**src/gp1_regs.vh**
```
`ifndef GP1_REGS_VH
`define GP1_REGS_VH

// register indices, byte address is four times the index
`define GP1_IDX_LATCH      16'hFE44
`define GP1_IDX_DIR        16'hFE45
`define GP1_IDX_FUNC       16'hFE46
`define GP1_IDX_TEST       16'hFE47
`define GP1_IDX_LATCH_RAW  16'hFE4C
`define GP1_IDX_LATCH_OP   16'hFE4D

// bus geometry
`define GP1_ADR_HI         17
`define GP1_ADR_LO         2
`define GP1_DW             32
`define GP1_PW             8

// reset values
`define GP1_RST_BYTE       8'h00
`define GP1_RST_TEST       3'h0

// test register fields and read-as-one bits
`define GP1_TST_FIX_HI     7
`define GP1_TST_RT         2
`define GP1_TST_FIX_LO     0
`define GP1_TST_ONES       8'h7A

// latch operation field
`define GP1_OP_CODE_HI     10
`define GP1_OP_CODE_LO     8
`define GP1_OP_BIT_HI      2
`define GP1_OP_BIT_LO      0
`define GP1_OP_NOT         3'h0
`define GP1_OP_CLR         3'h1
`define GP1_OP_SET         3'h2
`define GP1_OP_INC         3'h3
`define GP1_OP_DEC         3'h4

// zero flag position in raw latch read
`define GP1_RAW_ZERO       8

// multiplexed pin positions
`define GP1_PIN_HPW        7
`define GP1_PIN_LPW        6
`define GP1_PIN_S1CLK      5
`define GP1_PIN_S1IN       4
`define GP1_PIN_S1OUT      3
`define GP1_PIN_S0CLK      2
`define GP1_PIN_S0IN       1
`define GP1_PIN_S0OUT      0

`endif

```
**src/gp1_port.v**
```verilog
// Our own choice: the Wishbone slave port.
`timescale 1ns/1ps
`default_nettype none

`include "gp1_regs.vh"

////////////////////////////////////////////////////////////////////////////////
// Behaviour
// (RL1) plain latch read returns synchronised pin levels
// (RL2) bit and count operations use stored latch
// (RL3) pin levels readable in any direction
// (RL4) direction bit one output, zero input
// (RL5) pull-up only for input with latch one
// (RL6) output latch zero low, one high/released
// (RL7) open-drain pins release every high level
// (RL8) function clear drives latch value only
// (RL9) pin7 function: (high pulse AND buzzer) XOR latch
// (RL10) pin6 function: low pulse XOR latch
// (RL11) pin5 function: second serial clock OR latch
// (RL12) pin4 function: second serial data OR latch
// (RL13) second serial input from pin4 while active
// (RL14) pin3 function: second serial data OR latch
// (RL15) pin2 function: first serial clock OR latch
// (RL16) pin1 function: first serial data OR latch
// (RL17) first serial input from pin1 while active
// (RL18) pin0 function: first serial data OR latch
// (RL19) software writes zero to reserved test bits
// (RL20) latch, direction, function reset to zero
// (RL21) standby freezes pin drive and pull-ups
// (RL22) pin inputs pass two-stage synchroniser
module gp1_port #(
	parameter [7:0] OPEN_DRAIN = 8'h00
) (
	input  wire        clk_i,
	input  wire        rst_b_i,
	input  wire        cyc_i,
	input  wire        stb_i,
	input  wire        we_i,
	input  wire [17:2] adr_i,
	input  wire [3:0]  sel_i,
	input  wire [31:0] dat_i,
	output reg  [31:0] dat_o,
	output reg         ack_o,
	input  wire [7:0]  pin_i,
	output reg  [7:0]  pin_o,
	output reg  [7:0]  pin_oe_b_o,
	output reg  [7:0]  pull_up_o,
	input  wire        standby_i,
	input  wire        timer_high_pulse_i,
	input  wire        timer_low_pulse_i,
	input  wire        buzzer_i,
	input  wire        ser0_clk_i,
	input  wire        ser0_data_i,
	input  wire        ser0_active_i,
	input  wire        ser1_clk_i,
	input  wire        ser1_data_i,
	input  wire        ser1_active_i,
	output reg         ser0_data_in_o,
	output reg         ser1_data_in_o,
	output reg         realtime_counter_output_ctl_o
);

	////////////////////////////////////////////////////////////////////////////
	// registers and wires

	reg  [7:0]  port_output_latch;
	reg  [7:0]  port_direction;
	reg  [7:0]  port_function_select;
	reg         test_fix_hi;
	reg         test_fix_lo;
	reg  [7:0]  pin_meta;
	reg  [7:0]  pin_sync;
	reg  [7:0]  next_latch;
	reg  [31:0] next_dat;

	wire [7:0]  func_level;
	wire [7:0]  next_level;
	wire [7:0]  next_pin;
	wire [7:0]  next_drive;
	wire [7:0]  next_pull;
	wire [2:0]  op_code;
	wire [2:0]  op_bit;
	wire        bus_req;
	wire        rd_req;
	wire        wr_low;
	wire        wr_latch;
	wire        wr_op;
	wire        wr_dir;
	wire        wr_func;
	wire        wr_test;

	////////////////////////////////////////////////////////////////////////////
	// address decode

	function is_reg;
		input [15:0] adr;
		input [15:0] idx;
		begin
			is_reg = (adr == idx);
		end
	endfunction

	////////////////////////////////////////////////////////////////////////////
	// bus strobes

	// a request is answered once, then ack blocks a repeat
	assign bus_req  = cyc_i & stb_i & ~ack_o;
	assign rd_req   = bus_req & ~we_i;
	assign wr_low   = bus_req & we_i & sel_i[0];
	assign wr_latch = wr_low & is_reg(adr_i, `GP1_IDX_LATCH);
	assign wr_op    = wr_low & is_reg(adr_i, `GP1_IDX_LATCH_OP);
	assign wr_dir   = wr_low & is_reg(adr_i, `GP1_IDX_DIR);
	assign wr_func  = wr_low & is_reg(adr_i, `GP1_IDX_FUNC);
	assign wr_test  = wr_low & is_reg(adr_i, `GP1_IDX_TEST);

	assign op_code  = dat_i[`GP1_OP_CODE_HI:`GP1_OP_CODE_LO];
	assign op_bit   = dat_i[`GP1_OP_BIT_HI:`GP1_OP_BIT_LO];

	////////////////////////////////////////////////////////////////////////////
	// pin synchroniser

	// first stage feeds only the second stage
	always @(posedge clk_i) begin
		if (!rst_b_i) begin
			pin_meta <= `GP1_RST_BYTE;
		end else begin
			pin_meta <= pin_i; // [RL22]
		end
	end

	always @(posedge clk_i) begin
		if (!rst_b_i) begin
			pin_sync <= `GP1_RST_BYTE;
		end else begin
			pin_sync <= pin_meta; // [RL22]
		end
	end

	////////////////////////////////////////////////////////////////////////////
	// latch operations

	// op register emulates read-modify-write on the latch
	always @* begin
		next_latch = port_output_latch;
		case (op_code)
			`GP1_OP_NOT: begin
				next_latch[op_bit] = ~port_output_latch[op_bit]; // [RL2]
			end
			`GP1_OP_CLR: begin
				next_latch[op_bit] = 1'b0; // [RL2]
			end
			`GP1_OP_SET: begin
				next_latch[op_bit] = 1'b1; // [RL2]
			end
			`GP1_OP_INC: begin
				next_latch = port_output_latch + 8'h01; // [RL2]
			end
			`GP1_OP_DEC: begin
				next_latch = port_output_latch - 8'h01; // [RL2]
			end
			default: begin
				next_latch = port_output_latch;
			end
		endcase
	end

	////////////////////////////////////////////////////////////////////////////
	// register writes

	// registers stay writable in standby
	always @(posedge clk_i) begin
		if (!rst_b_i) begin
			port_output_latch <= `GP1_RST_BYTE; // [RL20]
		end else if (wr_latch) begin
			port_output_latch <= dat_i[7:0];
		end else if (wr_op) begin
			port_output_latch <= next_latch; // [RL2]
		end
	end

	always @(posedge clk_i) begin
		if (!rst_b_i) begin
			port_direction <= `GP1_RST_BYTE; // [RL20]
		end else if (wr_dir) begin
			port_direction <= dat_i[7:0]; // [RL4]
		end
	end

	always @(posedge clk_i) begin
		if (!rst_b_i) begin
			port_function_select <= `GP1_RST_BYTE; // [RL20]
		end else if (wr_func) begin
			port_function_select <= dat_i[7:0];
		end
	end

	always @(posedge clk_i) begin
		if (!rst_b_i) begin
			test_fix_hi <= 1'b0;
			test_fix_lo <= 1'b0;
		end else if (wr_test) begin
			test_fix_hi <= dat_i[`GP1_TST_FIX_HI]; // [RL19]
			test_fix_lo <= dat_i[`GP1_TST_FIX_LO]; // [RL19]
		end
	end

	always @(posedge clk_i) begin
		if (!rst_b_i) begin
			realtime_counter_output_ctl_o <= 1'b0;
		end else if (wr_test) begin
			realtime_counter_output_ctl_o <= dat_i[`GP1_TST_RT];
		end
	end

	////////////////////////////////////////////////////////////////////////////
	// read mux

	always @* begin
		next_dat = {`GP1_DW{1'b0}};
		case (adr_i)
			`GP1_IDX_LATCH: begin
				next_dat[7:0] = pin_sync; // [RL1] [RL3]
			end
			`GP1_IDX_LATCH_RAW: begin
				next_dat[7:0]           = port_output_latch; // [RL2]
				next_dat[`GP1_RAW_ZERO] = (port_output_latch == `GP1_RST_BYTE);
			end
			`GP1_IDX_DIR: begin
				next_dat[7:0] = port_direction;
			end
			`GP1_IDX_FUNC: begin
				next_dat[7:0] = port_function_select;
			end
			`GP1_IDX_TEST: begin
				next_dat[7:0]             = `GP1_TST_ONES;
				next_dat[`GP1_TST_FIX_HI] = test_fix_hi;
				next_dat[`GP1_TST_RT]     = realtime_counter_output_ctl_o;
				next_dat[`GP1_TST_FIX_LO] = test_fix_lo;
			end
			// unmapped indices read zero
			default: begin
				next_dat = {`GP1_DW{1'b0}};
			end
		endcase
	end

	always @(posedge clk_i) begin
		if (!rst_b_i) begin
			ack_o <= 1'b0;
		end else begin
			ack_o <= bus_req;
		end
	end

	// read data holds until the next read
	always @(posedge clk_i) begin
		if (!rst_b_i) begin
			dat_o <= {`GP1_DW{1'b0}};
		end else if (rd_req) begin
			dat_o <= next_dat;
		end
	end

	////////////////////////////////////////////////////////////////////////////
	// function multiplexer

	// open-drain masking is applied at the pin drive
	function func_pick;
		input integer idx;
		input         latch_bit;
		input         hpw_buz;
		input         lpw;
		input         s1_clk;
		input         s1_dat;
		input         s0_clk;
		input         s0_dat;
		begin
			case (idx)
				`GP1_PIN_HPW: begin
					func_pick = hpw_buz ^ latch_bit; // [RL9]
				end
				`GP1_PIN_LPW: begin
					func_pick = lpw ^ latch_bit; // [RL10]
				end
				`GP1_PIN_S1CLK: begin
					func_pick = s1_clk | latch_bit; // [RL11]
				end
				`GP1_PIN_S1IN: begin
					func_pick = s1_dat | latch_bit; // [RL12]
				end
				`GP1_PIN_S1OUT: begin
					func_pick = s1_dat | latch_bit; // [RL14]
				end
				`GP1_PIN_S0CLK: begin
					func_pick = s0_clk | latch_bit; // [RL15]
				end
				`GP1_PIN_S0IN: begin
					func_pick = s0_dat | latch_bit; // [RL16]
				end
				`GP1_PIN_S0OUT: begin
					func_pick = s0_dat | latch_bit; // [RL18]
				end
				default: begin
					func_pick = latch_bit;
				end
			endcase
		end
	endfunction

	////////////////////////////////////////////////////////////////////////////
	// per-pin drive

	genvar n;
	generate
		for (n = 0; n < `GP1_PW; n = n + 1) begin : g_pin
			assign func_level[n] = func_pick(n, port_output_latch[n],
				timer_high_pulse_i & buzzer_i, timer_low_pulse_i, ser1_clk_i,
				ser1_data_i, ser0_clk_i, ser0_data_i);
			assign next_level[n] = port_function_select[n] ? func_level[n]
				: port_output_latch[n]; // [RL8]
			assign next_pin[n]   = next_level[n]
				& ~OPEN_DRAIN[n]; // [RL6] [RL7]
			assign next_drive[n] = port_direction[n]
				& ~(OPEN_DRAIN[n] & next_level[n]); // [RL4] [RL6] [RL7]
			assign next_pull[n]  = ~port_direction[n]
				& port_output_latch[n]; // [RL5]
		end
	endgenerate

	// standby holds drive and pull-ups as at entry
	always @(posedge clk_i) begin
		if (!rst_b_i) begin
			pin_o <= `GP1_RST_BYTE;
		end else if (!standby_i) begin // [RL21]
			pin_o <= next_pin; // [RL6] [RL7]
		end
	end

	always @(posedge clk_i) begin
		if (!rst_b_i) begin
			pin_oe_b_o <= ~`GP1_RST_BYTE;
		end else if (!standby_i) begin // [RL21]
			pin_oe_b_o <= ~next_drive; // [RL4]
		end
	end

	always @(posedge clk_i) begin
		if (!rst_b_i) begin
			pull_up_o <= `GP1_RST_BYTE;
		end else if (!standby_i) begin // [RL21]
			pull_up_o <= next_pull; // [RL5]
		end
	end

	////////////////////////////////////////////////////////////////////////////
	// serial inputs, held while the unit is idle

	always @(posedge clk_i) begin
		if (!rst_b_i) begin
			ser0_data_in_o <= 1'b0;
		end else if (ser0_active_i) begin
			ser0_data_in_o <= pin_sync[`GP1_PIN_S0IN]; // [RL17]
		end
	end

	always @(posedge clk_i) begin
		if (!rst_b_i) begin
			ser1_data_in_o <= 1'b0;
		end else if (ser1_active_i) begin
			ser1_data_in_o <= pin_sync[`GP1_PIN_S1IN]; // [RL13]
		end
	end

endmodule // gp1_port

`default_nettype wire

```
**config.mk**
```make
export PLATFORM = sky130hd
export DESIGN_NAME = gp1_port
export DESIGN_NICKNAME = d
export VERILOG_FILES = /design/src/gp1_port.v
export VERILOG_INCLUDE_DIRS = /design/src /design/src/src
export SDC_FILE = /design/constraint.sdc
export NUM_CORES = 1
export LEC_CHECK = 0
export ABC_AREA = 1
export BUFFER_PORTS_ARGS = -buffer_cell sky130_fd_sc_hd__buf_2
export CAP_MARGIN = 15
export CORE_AREA = 2 2 124 126
export DETAILED_ROUTE_END_ITERATION = 8
export DIE_AREA = 0 0 126 128
export PLACE_DENSITY = 0.55
export SETUP_SLACK_MARGIN = 0.02
export SYNTH_ARGS = -nofsm -noshare
export SYNTH_HDL_FRONTEND = slang
export SYNTH_SLANG_ARGS = --single-unit
```
**constraint.sdc**
```tcl
create_clock -name clk_i -period 3.5 [get_ports clk_i]
set_clock_uncertainty 0.1 [all_clocks]
set_input_delay 1.05 -clock clk_i [delete_from_list [all_inputs] [get_ports clk_i]]
set_output_delay 1.05 -clock clk_i [all_outputs]
set_load 0.05 [all_outputs]
```
; ---- After elaboration in Yosys (flattened, before gate mapping)
; Cells that the tools add are included.
[totals]
regBits = 79
input_bits = 75
output_inout_bits = 60
elab_cells = 95
[classes]
addsub = 2
magnitude_cmp = 2
n_eq_ne = 10
n_mux = 18
bitwise_logic = 42
n_reduce_logical = 6
[ops]
columns = cell, count
row1 = 16-bit equality test (second input constant), 6
row2 = 8-bit case mux with 5 select lines, 2
row3 = 1-bit bitwise AND, 19
row4 = 8-bit two-way mux, 2
row5 = 8-bit inverter, 2
row6 = 1-bit two-way mux, 11
row7 = 1-bit inverter, 11
row8 = 8-bit by 1-bit adder with 8-bit output (second input constant), 1
row9 = 8-bit bitwise AND, 1
row10 = 8-bit bitwise mux, 1
row11 = 8-bit logical NOT, 1
row12 = 8-bit bitwise OR, 1
row13 = 8-bit by 1-bit subtractor with 8-bit output (second input constant), 1
row14 = 3-bit by 2-bit equality test with 1-bit output (second input constant), 2
row15 = 1-bit bitwise OR, 6
row16 = 6-bit nonzero test, 1
row17 = 3-bit by 4-bit < comparator with 1-bit output (second input constant), 1
row18 = 1-bit binary-select mux with 3-bit select, 1
row19 = 1-bit demux with 3-bit select, 1
row20 = 3-bit by 1-bit equality test with 1-bit output (second input constant), 1
row21 = 3-bit equality test (second input constant), 1
row22 = 3-bit by 1-bit >= comparator with 1-bit output (second input constant), 1
row23 = 3-bit logical NOT, 1
row24 = 2-bit AND reduction, 1
row25 = 3 further kinds, 4

; ---- Longest topological paths before layout
; Gate-level depths: netlist of run 1.
[depth]
word_depth = 9
mapped_depth = 17
depth_no_buf = 17

; ---- Worst setup path before layout of run 1
; OpenSTA, ideal clock, no wires.
[synth_path]
path_kind = input to register
startpoint = input port dat_i[9]
endpoint = register port_output_latch[4]
setup_time_ns = 0.070
t_arrival_ns = 2.287
required_time_ns = 3.330
path_slack_ns = 1.043
path_stages = 16
n_path_buf = 0
path_cell_list = nor2_4 nand3_1 nand2_1 inv_1 ha_1 inv_1 nand2_1 inv_1 nor2_1 nand2_1 nand2_1 nand2_1 nand2_1 o21ai_1 nand3_1 a21oi_1
[synth_via]
elab_chain_cells = 4
word_cells_on_any_way = 10
cone_classes = eq/ne: 4 / mux: 3 / reduce/logical: 3
[synth_rtl]
columns = item, line_no
row1 = start: declaration, gp1_port.v:41  ; input wire [31:0] dat_i,
row2 = 3-bit equality test (tied with other cells), gp1_port.v:145  ; case (op_code)
row3 = 8-bit case mux with 5 select lines, gp1_port.v:145
row4 = 8-bit two-way mux, gp1_port.v:176  ; end else if (wr_op) begin
row5 = 8-bit two-way mux, gp1_port.v:174  ; end else if (wr_latch) begin
row6 = end signal: assignment, gp1_port.v:173  ; port_output_latch <= `GP1_RST_BYTE;
row7 = end signal: assignment, gp1_port.v:175  ; port_output_latch <= dat_i[7:0];
row8 = end signal: assignment, gp1_port.v:177  ; port_output_latch <= next_latch;
row9 = end: declaration, gp1_port.v:66  ; reg [7:0] port_output_latch;
; Several ways; a longest one is shown, not always the timed one. The select of a mux whose other input is x is not followed.
; A chain may end at the register's enable or synchronous reset.

; ---- Worst setup path in the final report of run 1
[layout_path]
startpoint = input port dat_i[9]
endpoint = register port_output_latch[6]
; The elaborated chain is that of the path after synthesis.

==> flow_metrics.env, run 1 <==
export IMPL_status="completed"
export IMPL_p_int_mw=1.519
export IMPL_dieArea_mm2=0.01613
export IMPL_cts_resized=0
export IMPL_dp_cells=877
export IMPL_final_cells=893
export IMPL_setup_viol=0
export IMPL_synth_cell_area_mm2=0.004358
export IMPL_start_util_pct=29.32
export IMPL_cts_tree="done"
export IMPL_combinationalPowerShare_pct=14.4
export IMPL_leakagePower_nw=2.423
export IMPL_relSlewSlack_pct=63.20
export IMPL_maxSlewViolCount=0
export IMPL_fin_crit_sh_pct=77.25
export IMPL_area_growth_synth_to_final_pct=17.69
export IMPL_pwr_density_cell_mw_per_mm2=417.8
export IMPL_dp_hpwl_mm=10.02
export IMPL_yosysTopAreaCellShare_pct=36.29
export IMPL_grt_max_degree=39
export IMPL_critPathKind="input port to register"
export IMPL_grt_pass1_vias=3821
export IMPL_drt_iter0_drc=329
export IMPL_start_kind="input port"
export IMPL_synth_distinct_cells=44
export IMPL_n_antenna_cell=0
export IMPL_hold_class="register to register"
export IMPL_die_w_um=126
export IMPL_drc=0
export IMPL_period_needed_ns=2.704
export IMPL_rows=45
export IMPL_htreeDepth=3
export IMPL_clk_pin_slew_ns=0.06
export IMPL_ant_nets=0
export IMPL_final_area_mm2=0.005129
export IMPL_finalWirelength_mm=13.13
export IMPL_grt_pass1_wl_mm=20.27
export IMPL_min_path_cells=2
export IMPL_worst_r2r_path_depth=15
export IMPL_nNetsFinal=776
export IMPL_ir_worst_vdd_mv=0.2432
export IMPL_synth_ff_type="dfxtp_1"
export IMPL_hold_viol=0
export IMPL_die_h_um=128
export IMPL_grt_usage_pct=15.93
export IMPL_grt_ovfl_total=0
export IMPL_worst_setup_path_end_kind="register"
export IMPL_cts_setup_buffers=0
export IMPL_rsz0062_at_grt="false"
export IMPL_clock_sinks=79
export IMPL_pwr_share_clk_pct=42.0
export IMPL_place_ws_ns=0.4483
export IMPL_power_frac_seq_pct=43.6
export IMPL_wire_per_inst_um=14.70
export IMPL_gp_congestion=0.8459
export IMPL_layout_drive_gt1_share_pct=20.71
export IMPL_synth_edf_count=0
export IMPL_setup_tns_ns=0
export IMPL_clock_latency_ns=0.34
export IMPL_post_dp_cell_area_mm2=0.004843
export IMPL_arrival_ns=2.88
export IMPL_max_freq_mhz=369.9
export IMPL_clockBufferDepth=2
export IMPL_synth_seq_cells=79
export IMPL_ios=135
export IMPL_tightest_slew_ns=0.5514
export IMPL_antenna_found_initial=0
export IMPL_io_buffers=87
export IMPL_fin_hold_ws_ns=0.3105
export IMPL_syn_avg_cell_area_um2=7.029
export IMPL_p_sw_uw=624.2
export IMPL_cts_made_buffers=9
export IMPL_synthTopCellsByArea="dfxtp_1 (36%), nand2_1 (11%), a21oi_1 (7.6%)"
export IMPL_cp_required_ns=3.67
export IMPL_yosysWarnings=0
export IMPL_fin_ws_ns=0.7964
export IMPL_core_mm2=0.01486
export IMPL_firstDrtPassIters=7
export IMPL_maxCapViolCount=0
export IMPL_yosysTopAreaCell="dfxtp_1"
export IMPL_cts_root_buf="clkbuf_16"
export IMPL_viasPerCell=4.756
export IMPL_async_flop_share_pct=0
export IMPL_num_vias=4247
export IMPL_worstPathMaxFanout=12
export IMPL_swShare_pct=29.13
export IMPL_netlist_instances=620
export IMPL_ys_seq_area_share_pct=36.29
export IMPL_cts_hold_buf=0
sequential cells by signal, indices dropped and copies added, names as in the netlist, 8 cells and up:
register,cells
pin_sync,8
pin_oe_b_o,8
pin_o,8
dat_o,9
port_output_latch,8
port_function_select,8
pin_meta,8
pull_up_o,8
next_drive,8
final timing paths:
path | to | slack, ns | startpoint
hold reg to reg | pin_sync[0]$_SDFF_PN0_ | 0.31 | pin_meta[0]$_SDFF_PN0_
hold / removal | pin_sync[0]$_SDFF_PN0_ | 0.31 | pin_meta[0]$_SDFF_PN0_
setup reg to reg | port_output_latch[6]$_SDFFE_PN0P_ | 1.54 | port_output_latch[1]$_SDFFE_PN0P_
setup / recovery | port_output_latch[6]$_SDFFE_PN0P_ | 0.80 | dat_i[9]
cell usage in the layout, fill, tap and decap left out, types with 2 or more instances in the layout:
master,instances
a21oi_2,5
nand3b_1,2
nor2_1,46
a311oi_1,2
or2_1,2
a31oi_1,11
nand4_1,10
xor2_1,3
a41oi_1,3
clkbuf_8,2
nor2_8,3
inv_2,6
o22ai_1,5
buf_4,4
dfxtp_1,79
nand3_1,46
nand2_2,6
buf_2,87
clkbuf_16,9
o21ai_1,5
clkbuf_1,2
inv_1,72
a21oi_1,66
o21ai_0,47
nand3_4,4
nor2_4,6
nor3_1,3
nand3_2,2
o211ai_1,2
a211oi_1,3
nand2_1,122
nor2_2,4
conb_1,23
cells by family after synthesis:
group,synth area share (%)
and+or+nand+nor,29.69
AOI/OAI and AO/OA,19.35
buffers and inverters,13.69
DFF,36.29
xor gates and xnor gates,0.6030
adders and majority gates,0.2871
other,0.08605
power groups by stage:
stage                     registers (mW)  logic, mW  clock network (mW)
after global placement             0.954      0.307                   0
after global routing               0.936      0.335               0.953
after floorplan                     1.01      0.190                   0
after CTS                          0.934      0.309               0.918
after detailed placement           0.954      0.308                   0
final                              0.934      0.309               0.900
cell usage after synthesis (5+ instances only):
cell type / n
o21ai_1: 5
a21oi_2: 5
nor2_4: 6
buf_4: 24
nand2_1: 122
a31oi_1: 11
clkbuf_1: 12
dfxtp_1: 79
nor2_1: 46
nand4_1: 10
o21ai_0: 47
inv_1: 72
a21oi_1: 66
o22ai_1: 5
inv_2: 6
nand2_2: 6
nand3_1: 46
metrics by stage:
step / util (%) / power [mW]
floorplan: - / 1.197
global placement: 32.58 / 1.261
detailed placement: 32.58 / 1.262
CTS: 34.50 / 2.160
global route: 34.50 / 2.224
finish: 34.50 / 2.143
worst max-delay path: stages:
cell      delay, ns
buf_2          0.14
nor2_4         0.21
nand2_2        0.21
nand2_1        0.13
nand2_1        0.05
inv_1          0.05
ha_1           0.13
inv_1          0.03
nand2_1        0.05
inv_1          0.05
nor2_1         0.19
nand3_1        0.13
nand3b_1       0.09
nand3_1        0.09
nand2_1        0.10
nand2_1        0.05
a21oi_1        0.11
per-layer routing:
layer | vias to the layer above | part of all wire (%) | track usage (%)
li1 | 2178 | - | -
met1 | 1903 | 48 | 22.29
met2 | 153 | 43 | 23.91
met3 | 13 | 6.9 | 4.716
met4 | 0 | 1.3 | 4.266
met5 | - | 0 | 0
cell type report:
type                    instances  area, µm²
repair buffers                 91      465.4
multi-input cells             440       2262
inverters                      79      299.0
fillers                      1658       9736
clock buffers                  13      260.3
clock inverters                 3      25.02
flip-flops and latches         79       1582
well taps                     188      235.2
(Power assumes the default switching activity.)
==> inputs of run 2 (changes only) <==
PLACE_DENSITY = 0.57   (was 0.55)
clock period = 2.4 ns   (was 3.5 ns; I/O delays follow)
==> run 2 against run 1 <==
Against the previous run:
- design area increased by 2.4%
- power increased by 46%
- sequential cell count unchanged
- routed wire length decreased by 0.27%
- combinational power increased by 50%
- setup slack got worse by 0.50 ns
- clock power increased by 44%
- critical path depth unchanged
- cell count increased by 1.8%
- utilization increased by 0.84 points
- register-to-register slack got worse by 1.2 ns
- die area unchanged
- critical path type unchanged
- largest cell class unchanged
- highest routed layer unchanged
==> flow_metrics.env, run 2 (synthesis results as in run 1) <==
export IMPL_dp_cells=894
export IMPL_rows=45
export IMPL_grt_pass1_vias=3760
export IMPL_finalWirelength_mm=13.10
export IMPL_grt_max_degree=26
export IMPL_fin_hold_ws_ns=0.3116
export IMPL_post_dp_cell_area_mm2=0.004971
export IMPL_core_mm2=0.01486
export IMPL_setup_viol=0
export IMPL_maxCapViolCount=0
export IMPL_cts_resized=0
export IMPL_antenna_found_initial=0
export IMPL_cts_tree="done"
export IMPL_fin_crit_sh_pct=87.70
export IMPL_swShare_pct=29.11
export IMPL_cts_made_buffers=9
export IMPL_largest_reg_flops=9
export IMPL_start_kind="input port"
export IMPL_start_util_pct=29.32
export IMPL_clock_latency_ns=0.34
export IMPL_crit_top_cell="nand2_1"
export IMPL_hold_viol=0
export IMPL_dieArea_mm2=0.01613
export IMPL_clock_sinks=79
export IMPL_total_power_mw=3.128
export IMPL_cts_setup_buffers=0
export IMPL_top_layer="met4"
export IMPL_grt_ovfl_total=0
export IMPL_cp_slowest_cell="nor2_1"
export IMPL_drt_iter0_drc=325
export IMPL_drc=0
export IMPL_cp_required_ns=2.57
export IMPL_grt_pass1_wl_mm=20.46
export IMPL_grt_usage_pct=16.08
export IMPL_cp_slowest_stage_delay_ns=0.17
export IMPL_max_freq_mhz=475.1
export IMPL_p_int_mw=2.217
export IMPL_ios=135
export IMPL_dp_hpwl_mm=10.24
export IMPL_wirelength_met1_mm=6.579
export IMPL_arrival_ns=2.27
export IMPL_viasPerCell=4.695
export IMPL_layout_drive_gt1_share_pct=22.75
export IMPL_top_register="dat_o"
export IMPL_rsz0062_at_grt="false"
export IMPL_maxSlewViolCount=0
export IMPL_worstPathCellList="buf_2, nor2_4, nand2_2, nand2_1, nand2_1, inv_1, ha_1, inv_1, nand2_1, inv_1, nor2_1, nand2_1, nand2_1, nor2_1, o21ai_1, nand3_1, a21oi_1"
export IMPL_final_cell_mix="nand2_1 (122), buf_2 (87), dfxtp_1 (79)"
export IMPL_hold_class="register to register"
export IMPL_fillerInstances=1639
export IMPL_met3_length_um=939
export IMPL_worstPathMaxFanout=4
export IMPL_critPathKind="input port to register"
export IMPL_combinationalPowerShare_pct=14.9
export IMPL_leakagePower_nw=2.507
export IMPL_clk_pin_slew_ns=0.06
export IMPL_pwr_density_cell_mw_per_mm2=595.4
export IMPL_relSlewSlack_pct=62.98
export IMPL_tightest_slew_ns=0.5547
export IMPL_status="completed"
export IMPL_cts_root_buf="clkbuf_16"
export IMPL_final_cells=909
export IMPL_gp_congestion=0.8767
export IMPL_period_needed_ns=2.105
export IMPL_wl_met2_mm=5.507
export IMPL_cts_hold_buf=0
export IMPL_firstDrtPassIters=5
export IMPL_ant_nets=0
export IMPL_ir_worst_vdd_mv=0.3424
export IMPL_die_w_um=126
export IMPL_io_buffers=87
export IMPL_final_common_cell="nand2_1"
export IMPL_final_area_mm2=0.005254
export IMPL_finish_utilization_pct=35.35
export IMPL_wire_per_inst_um=14.41
export IMPL_p_sw_uw=910.6
export IMPL_power_frac_seq_pct=43.6
export IMPL_die_h_um=128
export IMPL_area_growth_synth_to_final_pct=20.56
export IMPL_n_antenna_cell=0
export IMPL_num_vias=4268
export IMPL_nNetsFinal=793
export IMPL_pwr_share_clk_pct=41.6
export IMPL_worst_setup_path_end_kind="register"
export IMPL_clockBufferDepth=2
export IMPL_htreeDepth=3
==> run 2: cell types whose count changed in the layout (fill, tap and decap cells not counted), sizes merged <==
cell | before | now
clkbuf | 13 | 11
buf | 91 | 108
clkinv | 1 | 2
==> run 2: worst paths after layout <==
kind	from	endpoint	cells after the start	slack [ns]
hold / removal	pin_meta[6]$_SDFF_PN0_	pin_sync[6]$_SDFF_PN0_	2	0.31
hold reg to reg	pin_meta[6]$_SDFF_PN0_	pin_sync[6]$_SDFF_PN0_	2	0.31
setup / recovery	dat_i[9]	port_output_latch[4]$_SDFFE_PN0P_	17	0.30
setup reg to reg	port_output_latch[1]$_SDFFE_PN0P_	port_output_latch[4]$_SDFFE_PN0P_	15	0.39
==> run 2: metrics by stage <==
step	setup WS (ns)	setup TNS, ns
after floorplan	0.2730	0
after global placement	-0.03838	-0.06582
after detailed placement	-0.04775	-0.1224
after CTS	0.2972	0
after global routing	0.06516	0
final	0.2953	0
==> run 2: layer usage <==
layer | vias up | global-route usage, %
li1 | 2195 | -
met1 | 1921 | 24.70
met2 | 148 | 22.93
met3 | 4 | 3.548
met4 | 0 | 3.103
met5 | - | 0
==> run 2: critical path, delay by kind of cell <==
family                     cells  cell delay [ns]
AOI/OAI and AO/OA              2             0.30
adders and majority gates      1             0.13
buffers and inverters          4             0.26
and+or+nand+nor               10             0.86
==> run 2: layout make-up <==
type                       count  area [µm²]  area share [%]
clock inverter                 4       30.03          0.5716
clock buffer                  11       252.7           4.811
multi-input combinational    440        2262           43.06
inverter                      79       299.0           5.692
timing repair buffer         108       593.1           11.29
sequential                    79        1582           30.10
tap                          188       235.2           4.477
==> run 2: power by group through the flow <==
stage,Clock (mW),Combinational (mW),Sequential (mW)
after floorplan,0,0.277,1.47
after global placement,0,0.464,1.39
after detailed placement,0,0.463,1.39
after CTS,1.32,0.465,1.36
after global routing,1.38,0.502,1.37
final,1.30,0.465,1.36
